**src/core/dmabm_pkg.sv**
```systemverilog
package dmabm_pkg;

	// ****************************************
	// Register map and field layout
	// ****************************************
	localparam int ADDR_W = 8;
	localparam logic [7:0] BUS_MODE_ADDR = 8'h00;
	localparam logic [7:0] POLL_ADDR = 8'h08;
	localparam logic [7:0] STATUS_ADDR = 8'h0c;
	localparam int SWR_BIT = 0;
	localparam int PRIO_BIT = 1;
	localparam int GAP_LSB = 2;
	localparam int GAP_MSB = 6;
	localparam int BLE_BIT = 7;
	localparam int TAP_LSB = 17;
	localparam int TAP_MSB = 18;
	localparam int ST_STATE_LSB = 0;
	localparam int ST_STATE_MSB = 2;
	localparam int ST_SWR_BIT = 3;
	localparam int ST_RXG_BIT = 4;
	localparam int ST_TXG_BIT = 5;
	localparam logic [31:0] POLL_RESET = 32'h0fffffff;
	localparam logic [1:0] TAP_OFF = 2'h0;
	localparam logic [1:0] TAP_200 = 2'h1;
	localparam logic [1:0] TAP_800 = 2'h2;
	localparam logic [1:0] TAP_1600 = 2'h3;
	localparam logic [31:0] DESC_BYTES = 32'h00000010;

	// ****************************************
	// Timing
	// ****************************************
	localparam int CLK_PERIOD_NS = 4;
	localparam int NS_PER_US = 1000;
	localparam int POLL_200_US = 200;
	localparam int POLL_800_US = 800;
	localparam int POLL_1600_US = 1600;
	localparam int POLL_200_CYC = POLL_200_US * NS_PER_US / CLK_PERIOD_NS;
	localparam int POLL_800_CYC = POLL_800_US * NS_PER_US / CLK_PERIOD_NS;
	localparam int POLL_1600_CYC = POLL_1600_US * NS_PER_US / CLK_PERIOD_NS;
	localparam int TIMER_W = 19;
	localparam int SRST_NS = 32;
	localparam int SRST_CYC = (SRST_NS + CLK_PERIOD_NS - 1) / CLK_PERIOD_NS;
	localparam int SRST_W = 3;

	// ****************************************
	// Types
	// ****************************************
	typedef struct packed {
		logic [1:0] tap;
		logic byte_order_select;
		logic [4:0] gap;
		logic prio;
		logic soft_reset_bit;
	} dmabm_mode_t;

	typedef struct packed {
		logic req;
		logic [31:0] addr;
	} dmabm_fetch_t;

	typedef enum logic [2:0] {
		TX_SUSP = 3'b001,
		TX_FETCH = 3'b010,
		TX_RUN = 3'b100
	} dmabm_tx_state_t;

endpackage : dmabm_pkg

```
**src/core/dmabm_core.sv**
```systemverilog
// Summary of operation
// RL1: Byte order bit 1 swaps data buffer bytes to big endian, never descriptors.
// RL2: Five-bit gap field adds that many doublewords between consecutive descriptors.
// RL3: Priority bit 0 grants receive first, 1 grants transmit first.
// RL4: Writing soft reset 1 resets all internal DMA state.
// RL5: Soft reset bit clears itself when the reset sequence ends.
// RL6: Software halts both DMA processes before writing bus-mode fields.
// RL7: Any write to poll register while suspended fetches the transmit descriptor; the code ignores writes with wb_sel_i zero or during soft reset.
// RL8: Descriptor owned by device moves transmit from suspended to running.
// RL9: Software writes the poll register only while transmit is suspended.
// RL10: Poll register is 32 bits wide and resets to the printed default.
// RL11: Auto-poll field rechecks ownership every 200, 800 or 1600 us; 00 off.
// RL12: Descriptor still owned by host keeps transmit suspended awaiting next poll.
// RL13: Soft reset returns all bus-mode fields to zero.
`timescale 1ns/1ns
`default_nettype none
module dmabm_core #(
	parameter int unsigned POLL_200_CYC = dmabm_pkg::POLL_200_CYC,
	parameter int unsigned POLL_800_CYC = dmabm_pkg::POLL_800_CYC,
	parameter int unsigned POLL_1600_CYC = dmabm_pkg::POLL_1600_CYC
) (
	// Clock and reset
	input wire logic core_clk,
	input wire logic reset_n,
	// Wishbone slave
	input wire logic wb_cyc_i,
	input wire logic wb_stb_i,
	input wire logic wb_we_i,
	input wire logic [dmabm_pkg::ADDR_W-1:0] wb_adr_i,
	input wire logic [3:0] wb_sel_i,
	input wire logic [31:0] wb_dat_i,
	output logic [31:0] wb_dat_o,
	output logic wb_ack_o,
	// Transmit descriptor fetch
	input wire logic [31:0] tx_base_i,
	input wire logic tx_base_load_i,
	output var dmabm_pkg::dmabm_fetch_t fetch_o,
	input wire logic fetch_ack_i,
	input wire logic fetch_own_i,
	output logic tx_active_o,
	input wire logic tx_done_i,
	// DMA arbitration
	input wire logic rx_req_i,
	input wire logic tx_req_i,
	output logic rx_gnt_o,
	output logic tx_gnt_o,
	// DMA data path
	input wire logic dma_valid_i,
	input wire logic dma_is_desc_i,
	input wire logic [31:0] dma_data_i,
	output logic dma_valid_o,
	output logic [31:0] dma_data_o,
	// Reset to the rest of the controller
	output logic soft_reset_o
);

	// ****************************************
	// Reset release
	// ****************************************
	logic [1:0] rst_sync_q;
	wire rst_n;

	always_ff @(posedge core_clk or negedge reset_n) begin
		if (!reset_n) begin
			rst_sync_q <= 2'b00;
		end else begin
			rst_sync_q <= {rst_sync_q[0], 1'b1};
		end
	end
	assign rst_n = rst_sync_q[1];

	// ****************************************
	// Bus decode
	// ****************************************
	dmabm_pkg::dmabm_mode_t mode_q, mode_d;
	dmabm_pkg::dmabm_tx_state_t state_q, state_d;
	logic [31:0] poll_q;
	logic [31:0] ptr_q;
	logic [dmabm_pkg::SRST_W-1:0] srst_cnt_q;
	logic ack_q;
	logic [31:0] rdat_q;
	dmabm_pkg::dmabm_fetch_t fetch_q;
	logic tx_active_q, rx_gnt_q, tx_gnt_q, dvalid_q, soft_q;
	logic [31:0] ddata_q;

	wire wb_req;
	wire wr_en;
	wire hit_mode, hit_poll, hit_status;
	wire [31:0] wmask, mode_word, mode_new, status_word, rd_mux;
	wire swr_busy, srst_done, mode_wr, swr_start, poll_wr;
	wire auto_tick;
	wire [31:0] swapped;
	wire rx_win, tx_win;
	wire [31:0] next_ptr;

	assign wb_req = wb_cyc_i && wb_stb_i;
	// Writes commit on the edge where the master sees ack
	assign wr_en = wb_req && ack_q && wb_we_i;
	assign hit_mode = wb_adr_i[7:2] == dmabm_pkg::BUS_MODE_ADDR[7:2];
	assign hit_poll = wb_adr_i[7:2] == dmabm_pkg::POLL_ADDR[7:2];
	assign hit_status = wb_adr_i[7:2] == dmabm_pkg::STATUS_ADDR[7:2];
	assign wmask = {{8{wb_sel_i[3]}}, {8{wb_sel_i[2]}},
		{8{wb_sel_i[1]}}, {8{wb_sel_i[0]}}};
	assign mode_word = {13'h0000, mode_q.tap, 9'h000, mode_q.byte_order_select,
		mode_q.gap, mode_q.prio, mode_q.soft_reset_bit};
	assign mode_new = (mode_word & ~wmask) | (wb_dat_i & wmask);
	assign status_word = {26'h0000000, tx_gnt_q, rx_gnt_q, mode_q.soft_reset_bit,
		state_q};
	assign rd_mux = hit_mode ? mode_word :
		hit_poll ? poll_q :
		hit_status ? status_word : 32'h00000000;

	assign swr_busy = mode_q.soft_reset_bit;
	assign srst_done = swr_busy &&
		(srst_cnt_q == dmabm_pkg::SRST_W'(dmabm_pkg::SRST_CYC - 1));
	// Bus-mode writes are dropped while a soft reset is running
	assign mode_wr = wr_en && hit_mode && !swr_busy;
	assign swr_start = mode_wr && mode_new[dmabm_pkg::SWR_BIT];
	assign poll_wr = wr_en && hit_poll && (|wb_sel_i) && !swr_busy;

	// ****************************************
	// Bus slave
	// ****************************************
	always_ff @(posedge core_clk or negedge rst_n) begin
		if (!rst_n) begin
			ack_q <= 1'b0;
			rdat_q <= 32'h00000000;
		end else begin
			ack_q <= wb_req && !ack_q;
			if (wb_req && !ack_q && !wb_we_i) begin
				rdat_q <= rd_mux;
			end
		end
	end

	// ****************************************
	// Bus-mode register and soft reset
	// ****************************************
	always_comb begin
		mode_d = mode_q;
		if (swr_busy) begin
			if (srst_done) begin
				mode_d = '0; // [RL5]
			end
		end else if (swr_start) begin
			mode_d = '0; // [RL13]
			mode_d.soft_reset_bit = 1'b1; // [RL4]
		end else if (mode_wr) begin
			mode_d.tap = mode_new[dmabm_pkg::TAP_MSB:dmabm_pkg::TAP_LSB];
			mode_d.byte_order_select = mode_new[dmabm_pkg::BLE_BIT];
			mode_d.gap = mode_new[dmabm_pkg::GAP_MSB:dmabm_pkg::GAP_LSB];
			mode_d.prio = mode_new[dmabm_pkg::PRIO_BIT];
		end
	end

	always_ff @(posedge core_clk or negedge rst_n) begin
		if (!rst_n) begin
			mode_q <= '0;
			srst_cnt_q <= '0;
		end else begin
			mode_q <= mode_d;
			srst_cnt_q <= swr_busy ? srst_cnt_q + 1'b1 : '0;
		end
	end

	// Poll register: stores any write outside soft reset, restored by soft reset
	always_ff @(posedge core_clk or negedge rst_n) begin
		if (!rst_n) begin
			poll_q <= dmabm_pkg::POLL_RESET;
		end else if (swr_busy) begin
			poll_q <= dmabm_pkg::POLL_RESET; // [RL10]
		end else if (poll_wr) begin
			poll_q <= (poll_q & ~wmask) | (wb_dat_i & wmask);
		end
	end

	// ****************************************
	// Transmit process
	// ****************************************
	dmabm_poll_timer #(
		.P200(POLL_200_CYC),
		.P800(POLL_800_CYC),
		.P1600(POLL_1600_CYC)
	) u_poll_timer (
		.core_clk(core_clk),
		.rst_n(rst_n),
		.restart(swr_busy || (state_q != dmabm_pkg::TX_SUSP)),
		.interval(mode_q.tap), // [RL11]
		.tick(auto_tick)
	);

	always_comb begin
		state_d = state_q;
		unique case (state_q)
			dmabm_pkg::TX_SUSP: begin
				// Poll writes in other states are ignored
				if (poll_wr || auto_tick) begin
					state_d = dmabm_pkg::TX_FETCH; // [RL7] [RL11]
				end
			end
			dmabm_pkg::TX_FETCH: begin
				if (fetch_ack_i) begin
					state_d = fetch_own_i ? dmabm_pkg::TX_RUN // [RL8]
						: dmabm_pkg::TX_SUSP; // [RL12]
				end
			end
			dmabm_pkg::TX_RUN: begin
				if (tx_done_i) begin
					state_d = dmabm_pkg::TX_FETCH;
				end
			end
			default: begin
				state_d = dmabm_pkg::TX_SUSP;
			end
		endcase
		// Suspend on the committing edge too, so nothing new starts
		if (swr_busy || swr_start) begin
			state_d = dmabm_pkg::TX_SUSP; // [RL4]
		end
	end

	assign next_ptr = ptr_q + dmabm_pkg::DESC_BYTES +
		{25'h0000000, mode_q.gap, 2'b00}; // [RL2]

	always_ff @(posedge core_clk or negedge rst_n) begin
		if (!rst_n) begin
			state_q <= dmabm_pkg::TX_SUSP;
			ptr_q <= 32'h00000000;
			fetch_q <= '0;
			tx_active_q <= 1'b0;
		end else begin
			state_q <= state_d;
			if (swr_busy) begin
				ptr_q <= 32'h00000000;
			end else if (tx_base_load_i) begin
				ptr_q <= tx_base_i;
			end else if (state_q == dmabm_pkg::TX_RUN && tx_done_i) begin
				ptr_q <= next_ptr;
			end
			fetch_q.req <= state_d == dmabm_pkg::TX_FETCH;
			fetch_q.addr <= ptr_q;
			tx_active_q <= state_d == dmabm_pkg::TX_RUN;
		end
	end

	// ****************************************
	// Arbitration and byte order
	// ****************************************
	assign rx_win = rx_req_i && (!tx_req_i || !mode_q.prio); // [RL3]
	assign tx_win = tx_req_i && (!rx_req_i || mode_q.prio); // [RL3]

	// Descriptors always keep little-endian order
	genvar b;
	generate
		for (b = 0; b < 4; b++) begin : g_swap
			assign swapped[8*b +: 8] = (mode_q.byte_order_select && !dma_is_desc_i) ?
				dma_data_i[8*(3-b) +: 8] : dma_data_i[8*b +: 8]; // [RL1]
		end
	endgenerate

	always_ff @(posedge core_clk or negedge rst_n) begin
		if (!rst_n) begin
			rx_gnt_q <= 1'b0;
			tx_gnt_q <= 1'b0;
			dvalid_q <= 1'b0;
			ddata_q <= 32'h00000000;
			soft_q <= 1'b0;
		end else begin
			rx_gnt_q <= rx_win && !swr_busy;
			tx_gnt_q <= tx_win && !swr_busy;
			dvalid_q <= dma_valid_i && !swr_busy;
			ddata_q <= swapped;
			soft_q <= swr_busy || swr_start;
		end
	end

	assign wb_ack_o = ack_q;
	assign wb_dat_o = rdat_q;
	assign fetch_o = fetch_q;
	assign tx_active_o = tx_active_q;
	assign rx_gnt_o = rx_gnt_q;
	assign tx_gnt_o = tx_gnt_q;
	assign dma_valid_o = dvalid_q;
	assign dma_data_o = ddata_q;
	assign soft_reset_o = soft_q;
endmodule : dmabm_core
`default_nettype wire

```
**src/core/dmabm_poll_timer.sv**
```systemverilog
`timescale 1ns/1ns
`default_nettype none
module dmabm_poll_timer #(
	parameter int unsigned P200 = dmabm_pkg::POLL_200_CYC,
	parameter int unsigned P800 = dmabm_pkg::POLL_800_CYC,
	parameter int unsigned P1600 = dmabm_pkg::POLL_1600_CYC
) (
	// Clock and reset
	input wire logic core_clk,
	input wire logic rst_n,
	// Control
	input wire logic restart,
	input wire logic [1:0] interval,
	// Event
	output logic tick
);
	localparam int W = dmabm_pkg::TIMER_W;

	logic [W-1:0] cnt_q;
	wire [W-1:0] limit;
	wire running;
	wire at_limit;

	assign limit = (interval == dmabm_pkg::TAP_200) ? W'(P200 - 1) :
		(interval == dmabm_pkg::TAP_800) ? W'(P800 - 1) : W'(P1600 - 1);
	assign running = (interval != dmabm_pkg::TAP_OFF) && !restart;
	assign at_limit = cnt_q >= limit;
	assign tick = running && at_limit;

	// Restarted whenever transmit leaves suspend, so each interval is full
	always_ff @(posedge core_clk or negedge rst_n) begin
		if (!rst_n) begin
			cnt_q <= '0;
		end else if (!running || at_limit) begin
			cnt_q <= '0;
		end else begin
			cnt_q <= cnt_q + 1'b1;
		end
	end

endmodule : dmabm_poll_timer
`default_nettype wire

```
**config.mk**
```make
export PLATFORM = sky130hd
export DESIGN_NAME = dmabm_core
export DESIGN_NICKNAME = d
export VERILOG_FILES = /design/src/core/dmabm_pkg.sv /design/src/core/dmabm_core.sv /design/src/core/dmabm_poll_timer.sv
export SDC_FILE = /design/constraint.sdc
export NUM_CORES = 1
export LEC_CHECK = 0
export BUFFER_PORTS_ARGS = -buffer_cell sky130_fd_sc_hd__buf_2
export CAP_MARGIN = 20
export CORE_MARGIN = 8
export CORE_UTILIZATION = 35
export DETAILED_ROUTE_END_ITERATION = 8
export GPL_TIMING_DRIVEN = 0
export SYNTH_ARGS = -nofsm -noshare
export SYNTH_HDL_FRONTEND = slang
export SYNTH_SLANG_ARGS = --single-unit
```
**constraint.sdc**
```tcl
create_clock -name core_clk -period 6.8 [get_ports core_clk]
set_clock_uncertainty 0.1 [all_clocks]
set_input_delay 1.02 -clock core_clk [delete_from_list [all_inputs] [get_ports core_clk]]
set_output_delay 1.02 -clock core_clk [all_outputs]
set_load 0.02 [all_outputs]
```
# Yosys cells after proc, flatten, opt, wreduce, memory -nomap -nowiden
# Cells that the tools add are included.
[word_totals] memories=0 word_cells=114 inputBits=121 latchBits=0 reg_bits=204 ramBits=0 rom_bits=0 output_inout_bits=103
[op_classes] n_reduce_logical=43 n_addsub=4 bitwise_logic=6 shift=0 muxes=27 multipliers=0 eq_ne=12 order_cmp=1 n_div=0
[op_table] operator="2-to-1 mux 32 bit" n=7
[op_table] operator="AND 32 bit" n=2
[op_table] operator="2-to-1 mux 19 bit" n=3
[op_table] operator="adder 32 x 5 -> 32 bit (second input constant)" n=1
[op_table] operator="adder 32 x 7 -> 32 bit" n=1
[op_table] operator="2-to-1 mux 8 bit" n=4
[op_table] operator="NOT 32 bit" n=1
[op_table] operator="OR 32 bit" n=1
[op_table] operator="logical AND 1 bit" n=21
[op_table] operator="2-to-1 mux 10 bit" n=2
[op_table] operator="adder 19 x 1 -> 19 bit (second input constant)" n=1
[op_table] operator="AND 19 bit" n=1
[op_table] operator=">= comparator 19 bit" n=1
[op_table] operator="OR 19 bit" n=1
[op_table] operator="2-to-1 mux 3 bit" n=6
[op_table] operator="2-to-1 mux 9 bit" n=2
[op_table] operator="equality test 6 x 2 -> 1 bit (second input constant)" n=2
[op_table] operator="equality test 3 bit (second input constant)" n=3
[op_table] operator="logical NOT 1 bit" n=9
[op_table] operator="case mux 3 bit (3 select lines)" n=1
[op_table] operator="equality test 3 x 2 -> 1 bit (second input constant)" n=2
[op_table] operator="logical NOT 6 bit" n=1
[op_table] operator="logical OR 1 bit" n=6
[op_table] operator="2-to-1 mux 6 bit" n=1
[op_table] operator="11 further kinds" n=13

# Longest topological paths before layout
# Gate-level depths: netlist of run 1.
[logic_depth] depth_word=11 depth_mapped=12 mapped_depth_nobuf=10

# Cells and area by module
# From an unflattened synthesis of run 1, not the netlist that was laid out.
[unflattened] hier_cells=906 area_unflattened_um2=9218.8
[by_module_without_submodules] mod="dmabm_core" area_each_um2=7862.5 cells_each=762 seq_area_each_um2=4665.7 n_inst=1
[by_module_without_submodules] mod="dmabm_poll_timer" area_each_um2=1356.3 cells_each=144 seq_area_each_um2=475.5 n_inst=1

# Worst setup path before layout of run 1
# OpenSTA, ideal clock, no wires.
[synth_path] path_type="input-to-reg" start="in wb_adr_i[5] (netlist bit)" end="reg mode_q[1] (netlist bit)" stages=7 setup_slack_ns=3.848 n_path_buf=2 arrival_time_ns=2.785 setup_time_ns=0.067 required_ns=6.633 cell_sequence="or4_1 -> clkbuf_1 -> or3_4 -> nor3_1 -> and3_1 -> buf_2 -> a22o_1"
[synth_via] elab_chain_len=6 elab_cells_between_ends=8 classes_between="mux: 2; reduce/logical: 6"
[synth_rtl] item="from (decl)" line="dmabm_core.sv:29" text="input wire logic [dmabm_pkg::ADDR_W-1:0] wb_adr_i,"
[synth_rtl] item="logical NOT 6 bit *" line="dmabm_core.sv:99" text="assign hit_mode = wb_adr_i[7:2] == dmabm_pkg::BUS_MODE_ADDR[7:2];"
[synth_rtl] item="logical AND 1 bit * (2 in a row)" line="dmabm_core.sv:117" text="assign mode_wr = wr_en && hit_mode && !swr_busy;"
[synth_rtl] item="logical AND 1 bit" line="dmabm_core.sv:118" text="assign swr_start = mode_wr && mode_new[dmabm_pkg::SWR_BIT];"
[synth_rtl] item="nonzero test 3 bit (no line) / 2-to-1 mux 9 bit (equally long branches)"
[synth_rtl] item="AND reduction 2 bit (no line) / 2-to-1 mux 10 bit (equally long branches)"
[synth_rtl] item="to (signal assigned)" line="dmabm_core.sv:161" text="mode_q <= mode_d;"
[synth_rtl] item="to (decl)" line="dmabm_core.sv:75" text="dmabm_pkg::dmabm_mode_t mode_q, mode_d;"
# Mark *: on every way between the ends. The rest lies on a longest branch, timed or not.
# A chain may end at the register's enable or synchronous reset.

# Worst setup path after layout of run 1
[layout_path] start="reg mode_q[5] (netlist bit)" end="reg ptr_q[26]"
[layout_via] elab_chain_len=4
[layout_rtl] item="adder 32 x 7 -> 32 bit" line="dmabm_core.sv:222" text="assign next_ptr = ptr_q + dmabm_pkg::DESC_BYTES +"
[layout_rtl] item="2-to-1 mux 32 bit" line="dmabm_core.sv:237" text="end else if (state_q == dmabm_pkg::TX_RUN && tx_done_i) begin"
[layout_rtl] item="2-to-1 mux 32 bit" line="dmabm_core.sv:235" text="end else if (tx_base_load_i) begin"
[layout_rtl] item="2-to-1 mux 32 bit" line="dmabm_core.sv:233" text="if (swr_busy) begin"
[layout_rtl] item="to (signal assigned)" line="dmabm_core.sv:236" text="ptr_q <= tx_base_i;"
[layout_rtl] item="to (signal assigned)" line="dmabm_core.sv:238" text="ptr_q <= next_ptr;"
[layout_rtl] item="to (decl)" line="dmabm_core.sv:78" text="logic [31:0] ptr_q;"
# No other way between the ends. The select of a mux whose other input is x is not followed.

==> results of run 1 <==
[power by group through the flow]
| stage | sequential, mW | combinational [mW] | clock [mW] |
|---|---|---|---|
| 2_1_floorplan | 1.40 | 0.0842 | 0 |
| 3_5_place_dp | 1.34 | 0.277 | 0 |
| 4_1_cts | 1.32 | 0.278 | 1.42 |
| 5_1_grt | 1.33 | 0.302 | 1.45 |
| 6_report | 1.32 | 0.273 | 1.37 |
| 3_3_place_gp | 1.36 | 0.248 | 0 |
[metal layers]
layer	routed length, microns	part of all wire, %	vias up
met1	11700	44	3613
met2	12500	47	206
met5	49	0.18	-
li1	-	-	3624
met3	1840	6.9	43
met4	559	2.1	8
[metrics by stage]
stage / hold slack, ns / cell area (sq um) / std cells / TNS (ns)
after floorplan: 0.231 / 9060 / 917 / 0
after global placement: 0.234 / 10600 / 1470 / -328.38
after detailed placement: 0.177 / 10700 / 1474 / 0
after CTS: 0.149 / 11500 / 1519 / 0
after global routing: 0.165 / 11500 / 1519 / 0
final: 0.162 / 11500 / 1519 / 0
[cell usage in the layout, fill, tap and decap left out, types with 9 or more instances in the layout]
cell       count
xnor2_1       13
and3_1         9
a211oi_1      18
ha_1          25
clkbuf_16     25
dfrtp_1      174
nand2_1      227
clkbuf_1      46
xor2_1        29
nand3_1      102
inv_1         13
nor2_1        74
nor3_1        12
a21oi_1       30
buf_2        223
a221oi_1       9
dfstp_2       29
o21ai_0        9
[sequential cells by signal, indices dropped and copies added, names as in the netlist]
signal,cells
dma_data_o,32
dma_valid_o,1
fetch_o,33
mode_q,9
poll_q,32
ptr_q,32
rst_sync_q,2
rx_gnt_o,1
soft_reset_o,1
srst_cnt_q,3
state_q,3
swr_busy,1
tx_active_o,1
tx_gnt_o,1
u_poll_timer.cnt_q,19
wb_ack_o,1
wb_dat_o,32
[how the worst max path moves through the flow]
stage	endpoint	slack, ns	cells after the start
floorplan	dma_data_o[0]	0.65	0
global placement	wb_dat_o[26]	-1.92	0
detailed placement	poll_q[28]	3.20	8
CTS	ptr_q[28]	3.28	8
global route	ptr_q[28]	2.93	10
finish	ptr_q[26]	3.29	8
[worst max-delay path: stages (launching register included)]
cell and delay [ns]:
dfrtp_1 0.44, ha_1 0.32, ha_1 0.36, o21ai_0 0.13, o21ai_0 0.58, nor4b_1 0.88, nand3_1 0.19, xor2_1 0.19
a211oi_1 0.24
[logic make-up (layout without fill, tap and decap cells)]
group | Yosys count | count (layout) | share of synthesized area (%)
buffers and inverters | 60 | 327 | 2.60
and+or+nand+nor | 470 | 470 | 23.3
muxes | 8 | 8 | 0.884
xor gates and xnor gates | 42 | 42 | 4.06
AOI/OAI and AO/OA | 106 | 106 | 8.66
DFF | 204 | 204 | 56.8
other | 1 | 1 | 0.0414
adders and majority gates | 26 | 26 | 3.68
[final cells by class]
cell class	instances	share of cell area, %
Clock inverter	5	0.869
Sequential cell	204	44.7
Timing Repair Buffer	222	10.3
Inverter	14	0.456
Buffer	46	1.59
Multi-Input combinational cell	653	32.0
Clock buffer	40	6.53
Tap cell	335	3.64
==> impl_metrics.json, run 1 <==
{
  "run_status": "completed",
  "switching_share_pct": 24.4,
  "r2r_end": "ptr_q[26]",
  "crit_path_start_kind": "flip-flop",
  "r2r_slack_ns": 3.29,
  "wl_per_cell_microns": 17.6,
  "ys.warnings.count": 0,
  "cp-end-kind": "flip-flop",
  "ys.flop_type": "dfrtp_1",
  "post_cts_buffers": 0,
  "vias_per_cell": 4.93,
  "power.total_mw": 2.96,
  "syn_nets": 1064,
  "hold_viol": 0,
  "peakVddDrop_mv": 0.154,
  "yosysMostFrequentCell": "nand2_1",
  "timing.rr.start": "mode_q[5]",
  "grt_overflow": 0,
  "area.growth.synth_to_final_pct": 27.1,
  "vias": 7494,
  "clock_power_share_pct": 46.3,
  "ctsHoldBuffers": 0,
  "cts_resized": 0,
  "seq_power_share_pct": 44.5,
  "worst_slack_ns": 3.29,
  "powerDensity_mw_per_mm2": 257,
  "tritoncts": "done",
  "postSynthAreaPerCell_sq_um": 9.88,
  "n_fill_cell": 2502,
  "ys_async_sr_fraction_pct": 100,
  "hold_path_class": "reg2async",
  "power.leakage_nw": 5.65,
  "utilization_pct": 44.7,
  "rows": 59,
  "clock-root-buffer": "clkbuf_16",
  "ios": 224,
  "netlist_instances": 917,
  "track_usage_pct": 16.9,
  "max_freq_ghz": 0.285,
  "worst_pin_slew_ns": 0.997,
  "synth_cell_types": 62,
  "ys_ff_latch": 204,
  "yosysTopAreaCell": "dfrtp_1",
  "core_area_sq_mm": 0.0258,
  "cts-buffers-inserted": 25,
  "start_util_pct": 35.2,
  "cap_viol_max_count": 0,
  "use_met3_pct": 4.59,
  "port_buffers": 218,
  "drtPass1Iterations": 5,
  "yosysTopAreaCellShare_pct": 48.4,
  "grt_setup_unrepaired": "false",
  "critPathRequiredTime_ns": 7.12,
  "crit_arrival_ns": 3.83,
  "fp.dieArea_sq_mm": 0.0313,
  "switchingPower_mw": 0.722,
  "antenna_found_initial": 4,
  "finalCritPeriodShare_pct": 51.6,
  "worstSetupPathType": "reg2reg",
  "busiest_layer": "met2",
  "synth-seq-area-share_pct": 56.8,
  "final_layout_size_suffix_gt1_share_pct": 25.8,
  "grt_max_degree": 63,
  "clk_pin_slew_worst_paths_ns": 0.06,
  "drtAntennaViolNets": 0,
  "chipWidth_microns": 177,
  "gp_congestion": 0.797,
  "clk_latency_ns": 0.52,
  "first_iter_violations": 493,
  "synth_edf_count": 0,
  "relSlewSlack_pct": 32.6,
  "pwr-share-comb_pct": 9.2,
  "min_period_ns": 3.51,
  "p_int_mw": 2.24,
  "multi_input_area_sq_mm": 0.00368,
  "use_met1_pct": 21.9,
  "dp_hpwl_microns": 19600,
  "grt_pass1_wl_microns": 42700,
  "grt_pass1_vias": 7907,
  "setup_viol": 0,
  "nNetsFinal": 1313,
  "synth_common_cells": "nand2_1, dfrtp_1, nand3_1",
  "path_max_fanout": 6,
  "preCtsSetupSlack_ns": 3.20,
  "synth_area_leaders": "dfrtp_1, nand2_1, dfstp_2",
  "htreeDepth": 1,
  "n_antenna_cell": 0,
  "register_area_sq_mm": 0.00514,
  "startpoint": "mode_q[5]",
  "use_met2_pct": 27.5,
  "clockBufferDepth": 3,
  "dieHeight_microns": 177,
  "synthesis.area_sq_mm": 0.00906,
  "clock_sinks": 204,
  "drt-total-wl_microns": 26700,
  "drc": 0,
  "r2r_cells": 8,
  "drv_slew": 0
}
Power figures use the tool's default switching activity.
==> inputs of run 2 (changes only) <==
--- a/config.mk
+++ b/config.mk
@@ -5,6 +5,7 @@
 export SDC_FILE = /design/constraint.sdc
 export NUM_CORES = 1
 export LEC_CHECK = 0
+export ABC_AREA = 1
 export BUFFER_PORTS_ARGS = -buffer_cell sky130_fd_sc_hd__buf_2
 export CAP_MARGIN = 20
 export CORE_MARGIN = 8
==> constraint.sdc (replaced) <==
create_clock -name core_clk -period 3.4 [get_ports core_clk]
set_clock_uncertainty 0.1 [all_clocks]
set_input_delay 0.51 -clock core_clk [delete_from_list [all_inputs] [get_ports core_clk]]
set_output_delay 0.51 -clock core_clk [all_outputs]
set_load 0.02 [all_outputs]
==> impl_metrics.json, run 2 <==
{
  "run_status": "completed",
  "critPathRequiredTime_ns": 3.69,
  "dieHeight_microns": 182,
  "power.total_mw": 6.00,
  "synth-compound-area-share_pct": 12.2,
  "yosysMostFrequentCell": "nand2_1",
  "placed_cell_area_sq_mm": 0.0112,
  "drt-total-wl_microns": 28500,
  "cp_top_family": "adder cells",
  "synthesis.area_sq_mm": 0.00960,
  "relSlewSlack_pct": 58.8,
  "ys_ff_latch": 204,
  "synth_cell_types": 47,
  "powerDensity_mw_per_mm2": 499,
  "nNetsFinal": 1496,
  "post_cts_buffers": 0,
  "grt_pass1_vias": 8575,
  "gp_congestion": 0.834,
  "grt_setup_unrepaired": "false",
  "peakVddDrop_mv": 0.338,
  "dp_hpwl_microns": 21200,
  "startpoint": "mode_q[3]",
  "cp.depth": 13,
  "r2r_cells": 13,
  "port_buffers": 220,
  "finalNonFillerCells": 1708,
  "tritoncts": "done",
  "yosysTopAreaCellShare_pct": 45.6,
  "crit_path_start_kind": "flip-flop",
  "cp-end-kind": "flip-flop",
  "synth_common_cells": "nand2_1, dfrtp_1, inv_1",
  "yosysTopAreaCell": "dfrtp_1",
  "synth_top_family_by_area": "simple AND/OR/NAND/NOR gates",
  "postSynthAreaPerCell_sq_um": 8.73,
  "rows": 60,
  "fp.dieArea_sq_mm": 0.0330,
  "wl_per_cell_microns": 16.7,
  "worst_pin_slew_ns": 0.618,
  "vias_per_cell": 4.94,
  "drv_slew": 0,
  "drc": 0,
  "cap_viol_max_count": 0,
  "ys_async_sr_fraction_pct": 100,
  "clockBufferDepth": 3,
  "synth_mux_area_share_pct": 0.104,
  "r2r_end": "ptr_q[19]",
  "max_freq_ghz": 0.383,
  "clk_latency_ns": 0.52,
  "chipWidth_microns": 182,
  "tns_ns": 0,
  "r2r_slack_ns": 0.79,
  "worstSetupPathType": "reg2reg",
  "vias": 8444,
  "grt_max_degree": 70,
  "path_max_fanout": 7,
  "dp.cells": 1663,
  "power.leakage_nw": 6.14,
  "path_buf_inv": 0,
  "drtAntennaViolNets": 0,
  "synthAdderAreaFrac_pct": 3.47,
  "cts-buffers-inserted": 24,
  "cp_slowest_cell": "dfrtp_1",
  "final_area_sq_mm": 0.0120,
  "n_antenna_cell": 0,
  "antenna_found_initial": 0,
  "min_period_ns": 2.61,
  "clock-root-buffer": "clkbuf_16",
  "synth-seq-area-share_pct": 53.6,
  "first_iter_violations": 557,
  "grt_overflow": 0,
  "finalCritPeriodShare_pct": 76.7,
  "ys.warnings.count": 0,
  "largest_reg_flops": 33,
  "timing.rr.start": "mode_q[3]",
  "drtPass1Iterations": 5,
  "slowest_delay_ns": 0.44,
  "syn_nets": 1246,
  "final_common_cell": "buf_2",
  "p_int_mw": 4.40,
  "start_util_pct": 35.6,
  "layout_common_cells": "buf_2, nand2_1, dfrtp_1",
  "ios": 224,
  "area.growth.synth_to_final_pct": 25.3,
  "clock_power_share_pct": 43.7,
  "setup_viol": 0,
  "netlist_instances": 1099,
  "synth-simple-area-share_pct": 22.9,
  "core_area_sq_mm": 0.0270,
  "switchingPower_mw": 1.60,
  "clk_pin_slew_worst_paths_ns": 0.06,
  "clock_sinks": 204,
  "track_usage_pct": 17.0,
  "switching_share_pct": 26.6,
  "ys.flop_type": "dfrtp_1",
  "hold_viol": 0,
  "synth-xor-area-share_pct": 0.913,
  "grt_pass1_wl_microns": 46100,
  "hold_ws_ns": 0.0860,
  "crit_arrival_ns": 2.90,
  "pwr-share-comb_pct": 11.6,
  "htreeDepth": 1,
  "path_cells": "ha_1 > ha_1 > fa_1 > nand3_1 > nand2_1 > nand2_1 > nand2_1 > nand2_2 > nor2_1 > nand3_1 > nand3_1 > o211ai_1 > o21ai_0",
  "final_layout_size_suffix_gt1_share_pct": 26.0,
  "synth_edf_count": 0,
  "synth_area_leaders": "dfrtp_1, nand2_1, dfstp_2",
  "hold_path_class": "reg2async",
  "seq_power_share_pct": 44.7
}
## run 2: changes by cell type after synthesis, sizes merged, moves of 20 or more
| cell | change |
|---|---|
| a21oi | +54 |
| inv | +119 |
| nand3 | -50 |
| nor2 | +42 |
| nor3 | +33 |
| o21ai | +70 |
| xor2 | -20 |
## run 2: cell families after synthesis
family / after synthesis
fa+ha+maj: 26
simple gates: 481
flops: 204
mux: 1
xor+xnor: 10
buf+inv: 166
compound gates: 210
other cells: 1
## run 2: worst reg2reg max path, delay by kind of cell (launching register included)
kind | cells | cell delay, ns
adder cells (fa/ha/maj) | 3 | 0.98
AO/OA/AOI/OAI | 2 | 0.20
AND/OR/NAND/NOR | 8 | 0.77
flip-flops | 1 | 0.44
## run 2: worst max-delay path by stage
stage                        to  slack, ns
floorplan             ptr_q[15]       1.12
global placement    fetch_o[18]       0.40
detailed placement    ptr_q[19]       0.84
CTS                   ptr_q[19]       0.81
global route          ptr_q[23]       0.56
finish                ptr_q[19]       0.79
## run 2: through the flow
stage          setup WS [ns]  util, %
5_1_grt                0.560     44.6
3_3_place_gp           0.405     41.3
6_report               0.791     44.6
3_5_place_dp           0.836     41.6
4_1_cts                0.806     44.6
2_1_floorplan           1.12        -
## run 2: layout make-up
| class | instances | area, sq um |
|---|---|---|
| fill | 2700 | 14900 |
| sequential | 204 | 5140 |
| multi-input combinational | 729 | 3810 |
| timing repair buffer | 224 | 1190 |
| clock buffer | 35 | 703 |
| inverter | 135 | 507 |
| tap | 341 | 427 |
| buffer | 31 | 140 |
| clock inverter | 9 | 103 |
## run 2: repair_timing
action | 4_1_cts | 5_1_grt
gates resized for setup | 0 | 0
hold buffers | 1 | 0
endpoints found under the hold margin | 2 | 0
## run 2: layer usage
layer	global-route usage, %	wire length (microns)
met5	0	0
met4	3.80	439
met3	3.23	1600
met2	27.7	13400
met1	23.2	13000
## run 2: power groups by stage
stage               clock network (mW)  registers [mW]  logic [mW]
detailed placement                   0            2.72       0.702
CTS                               2.69            2.68       0.706
finish                            2.62            2.68       0.696
global route                      2.77            2.70       0.779
floorplan                            0            2.83       0.280
global placement                     0            2.77       0.637
==> inputs of run 3 (changes only) <==
--- a/config.mk
+++ b/config.mk
@@ -5,7 +5,7 @@
 export SDC_FILE = /design/constraint.sdc
 export NUM_CORES = 1
 export LEC_CHECK = 0
-export ABC_AREA = 1
+export ABC_AREA = 0
 export BUFFER_PORTS_ARGS = -buffer_cell sky130_fd_sc_hd__buf_2
 export CAP_MARGIN = 20
 export CORE_MARGIN = 8
==> constraint.sdc (replaced) <==
create_clock -name core_clk -period 2.48 [get_ports core_clk]
set_clock_uncertainty 0.1 [all_clocks]
set_input_delay 0.372 -clock core_clk [delete_from_list [all_inputs] [get_ports core_clk]]
set_output_delay 0.372 -clock core_clk [all_outputs]
set_load 0.02 [all_outputs]
==> impl_metrics.json, run 3 (synthesis results as in run 1) <==
{
  "switching_share_pct": 24.5,
  "r2r_end": "fetch_o[32]",
  "layout_common_cells": "nand2_1, buf_2, dfrtp_1",
  "gp_congestion": 0.773,
  "peakVddDrop_mv": 0.419,
  "vias_per_cell": 4.93,
  "worstSetupPathType": "reg2reg",
  "critPathRequiredTime_ns": 2.82,
  "fp.dieArea_sq_mm": 0.0313,
  "start_util_pct": 35.2,
  "endpoint": "fetch_o[32]",
  "r2r_slack_ns": -0.1,
  "wl_per_cell_microns": 17.5,
  "worst_pin_slew_ns": 0.736,
  "dp_hpwl_microns": 19600,
  "r2r_cells": 10,
  "setup_viol": 10,
  "ios": 224,
  "tns_ns": -0.345,
  "pwr-share-comb_pct": 11.0,
  "power.leakage_nw": 6.24,
  "grt_pass1_wl_microns": 44900,
  "p_int_mw": 6.30,
  "max_freq_ghz": 0.388,
  "first_iter_violations": 411,
  "clockBufferDepth": 3,
  "cap_viol_max_count": 0,
  "port_buffers": 218,
  "dp.cells": 1474,
  "cts-buffers-inserted": 24,
  "rows": 59,
  "startpoint": "mode_q[9]",
  "crit_arrival_ns": 2.92,
  "hold_viol": 0,
  "dieHeight_microns": 177,
  "nNetsFinal": 1424,
  "finalCritPeriodShare_pct": 104,
  "path_max_fanout": 3,
  "clk_pin_slew_worst_paths_ns": 0.06,
  "violations": "setup timing",
  "hold_path_class": "in2reg",
  "chipWidth_microns": 177,
  "drtAntennaViolNets": 0,
  "clock-root-buffer": "clkbuf_16",
  "drtPass1Iterations": 5,
  "htreeDepth": 1,
  "crit_path_start_kind": "flip-flop",
  "finalNonFillerCells": 1635,
  "min_period_ns": 2.58,
  "grt_max_degree": 63,
  "clock_sinks": 204,
  "relSlewSlack_pct": 51.0,
  "grt_overflow": 0,
  "area.growth.synth_to_final_pct": 44.6,
  "worst_slack_ns": -0.0956,
  "antenna_found_initial": 4,
  "drt-total-wl_microns": 28600,
  "final_common_cell": "nand2_1",
  "vias": 8053,
  "final_layout_size_suffix_gt1_share_pct": 30.8,
  "seq_power_share_pct": 43.4,
  "cp-end-kind": "flip-flop",
  "powerDensity_mw_per_mm2": 637,
  "tritoncts": "done",
  "grt_pass1_vias": 8596,
  "n_fill_cell": 2359,
  "clk_latency_ns": 0.52,
  "track_usage_pct": 17.8,
  "core_area_sq_mm": 0.0258,
  "power.total_mw": 8.35,
  "timing.rr.start": "mode_q[9]",
  "largest_reg_flops": 33,
  "clock_power_share_pct": 45.5,
  "grt_setup_unrepaired": "true",
  "switchingPower_mw": 2.05,
  "drv_slew": 0,
  "run_status": "complete, but fails checks",
  "drc": 0
}
run 3: changes by cell type in the layout (fill, tap and decap cells not counted), sizes merged, moves of 16 or more:
| cell | previous run | this run |
|---|---|---|
| nand4 | 23 | 7 |
| o21ai | 79 | 9 |
| a211oi | 1 | 18 |
| nor3 | 45 | 12 |
| a21oi | 84 | 31 |
| inv | 132 | 13 |
| nor2 | 116 | 74 |
| clkbuf | 56 | 72 |
| xor2 | 9 | 29 |
| dlygate4sd3 | 1 | 81 |
| nand3 | 53 | 103 |
| buf | 233 | 260 |
run 3: what timing repair did:
| item | in CTS | in global routing |
|---|---|---|
| buffers inserted | 20 | 11 |
| endpoints found under the hold margin | 67 | 0 |
| gates resized for setup | 46 | 43 |
| setup endpoints to repair | 43 | 89 |
| hold buffers | 81 | 0 |
| pin swaps | 33 | 28 |
| cloned | 2 | 0 |
run 3: power groups by stage:
stage,combinational [mW],sequential (mW),clock (mW)
CTS,0.899,3.62,3.89
global route,1.00,3.65,4.03
floorplan,0.234,3.83,0
finish,0.918,3.63,3.80
detailed placement,0.755,3.68,0
global placement,0.681,3.72,0
run 3: per-stage QoR:
step                area (sq um)  hold WS (ns)  util (%)  worst slack [ns]
finish                     13100        0.0156      50.8           -0.0956
global route               13100       0.00793      50.8            -0.183
CTS                        12800     0.0000178      49.8            -0.141
detailed placement         10700        0.0590      41.6            -0.515
global placement           10600        0.0580      41.2            -0.520
floorplan                   9100       -0.0236         -           -0.0145
run 3: layer usage:
metal | global-route usage [%] | part of all wire, % | vias up
met1 | 22.1 | 42 | 3909
met3 | 4.27 | 6.4 | 51
met4 | 5.29 | 2.4 | 2
met5 | 0 | 0.045 | -
li1 | - | - | 3856
met2 | 30.2 | 49 | 235
run 3: worst min path at each step:
stage	start	to	slack, ns	depth (start not counted)
floorplan	reset_n	rst_sync_q[0]	-0.02	0
global placement	reset_n	rst_sync_q[0]	0.06	1
detailed placement	reset_n	rst_sync_q[0]	0.06	1
CTS	wb_dat_i[24]	poll_q[24]	0.00002	3
global route	wb_dat_i[17]	poll_q[17]	0.008	3
finish	wb_dat_i[24]	poll_q[24]	0.02	3
run 3: final cells by class:
cell class	instances	area [sq um]	area share [%]
tap	335	419	3.20
antenna	5	12.5	0.0955
inverter	14	57.6	0.439
clock buffer	34	709	5.42
buffer	45	184	1.40
multi-input combinational	654	4140	31.6
sequential	204	5150	39.3
timing repair buffer	334	2270	17.4
clock inverter	10	150	1.15
run 3: critical path: stages (launching register included):
cell       delay (ns)
dfrtp_2          0.42
inv_2            0.08
buf_4            0.12
ha_4             0.22
ha_4             0.28
and4b_1          0.23
nand3_4          0.09
o211a_1          0.26
buf_4            0.15
a2111oi_4        0.39
a211o_1          0.17
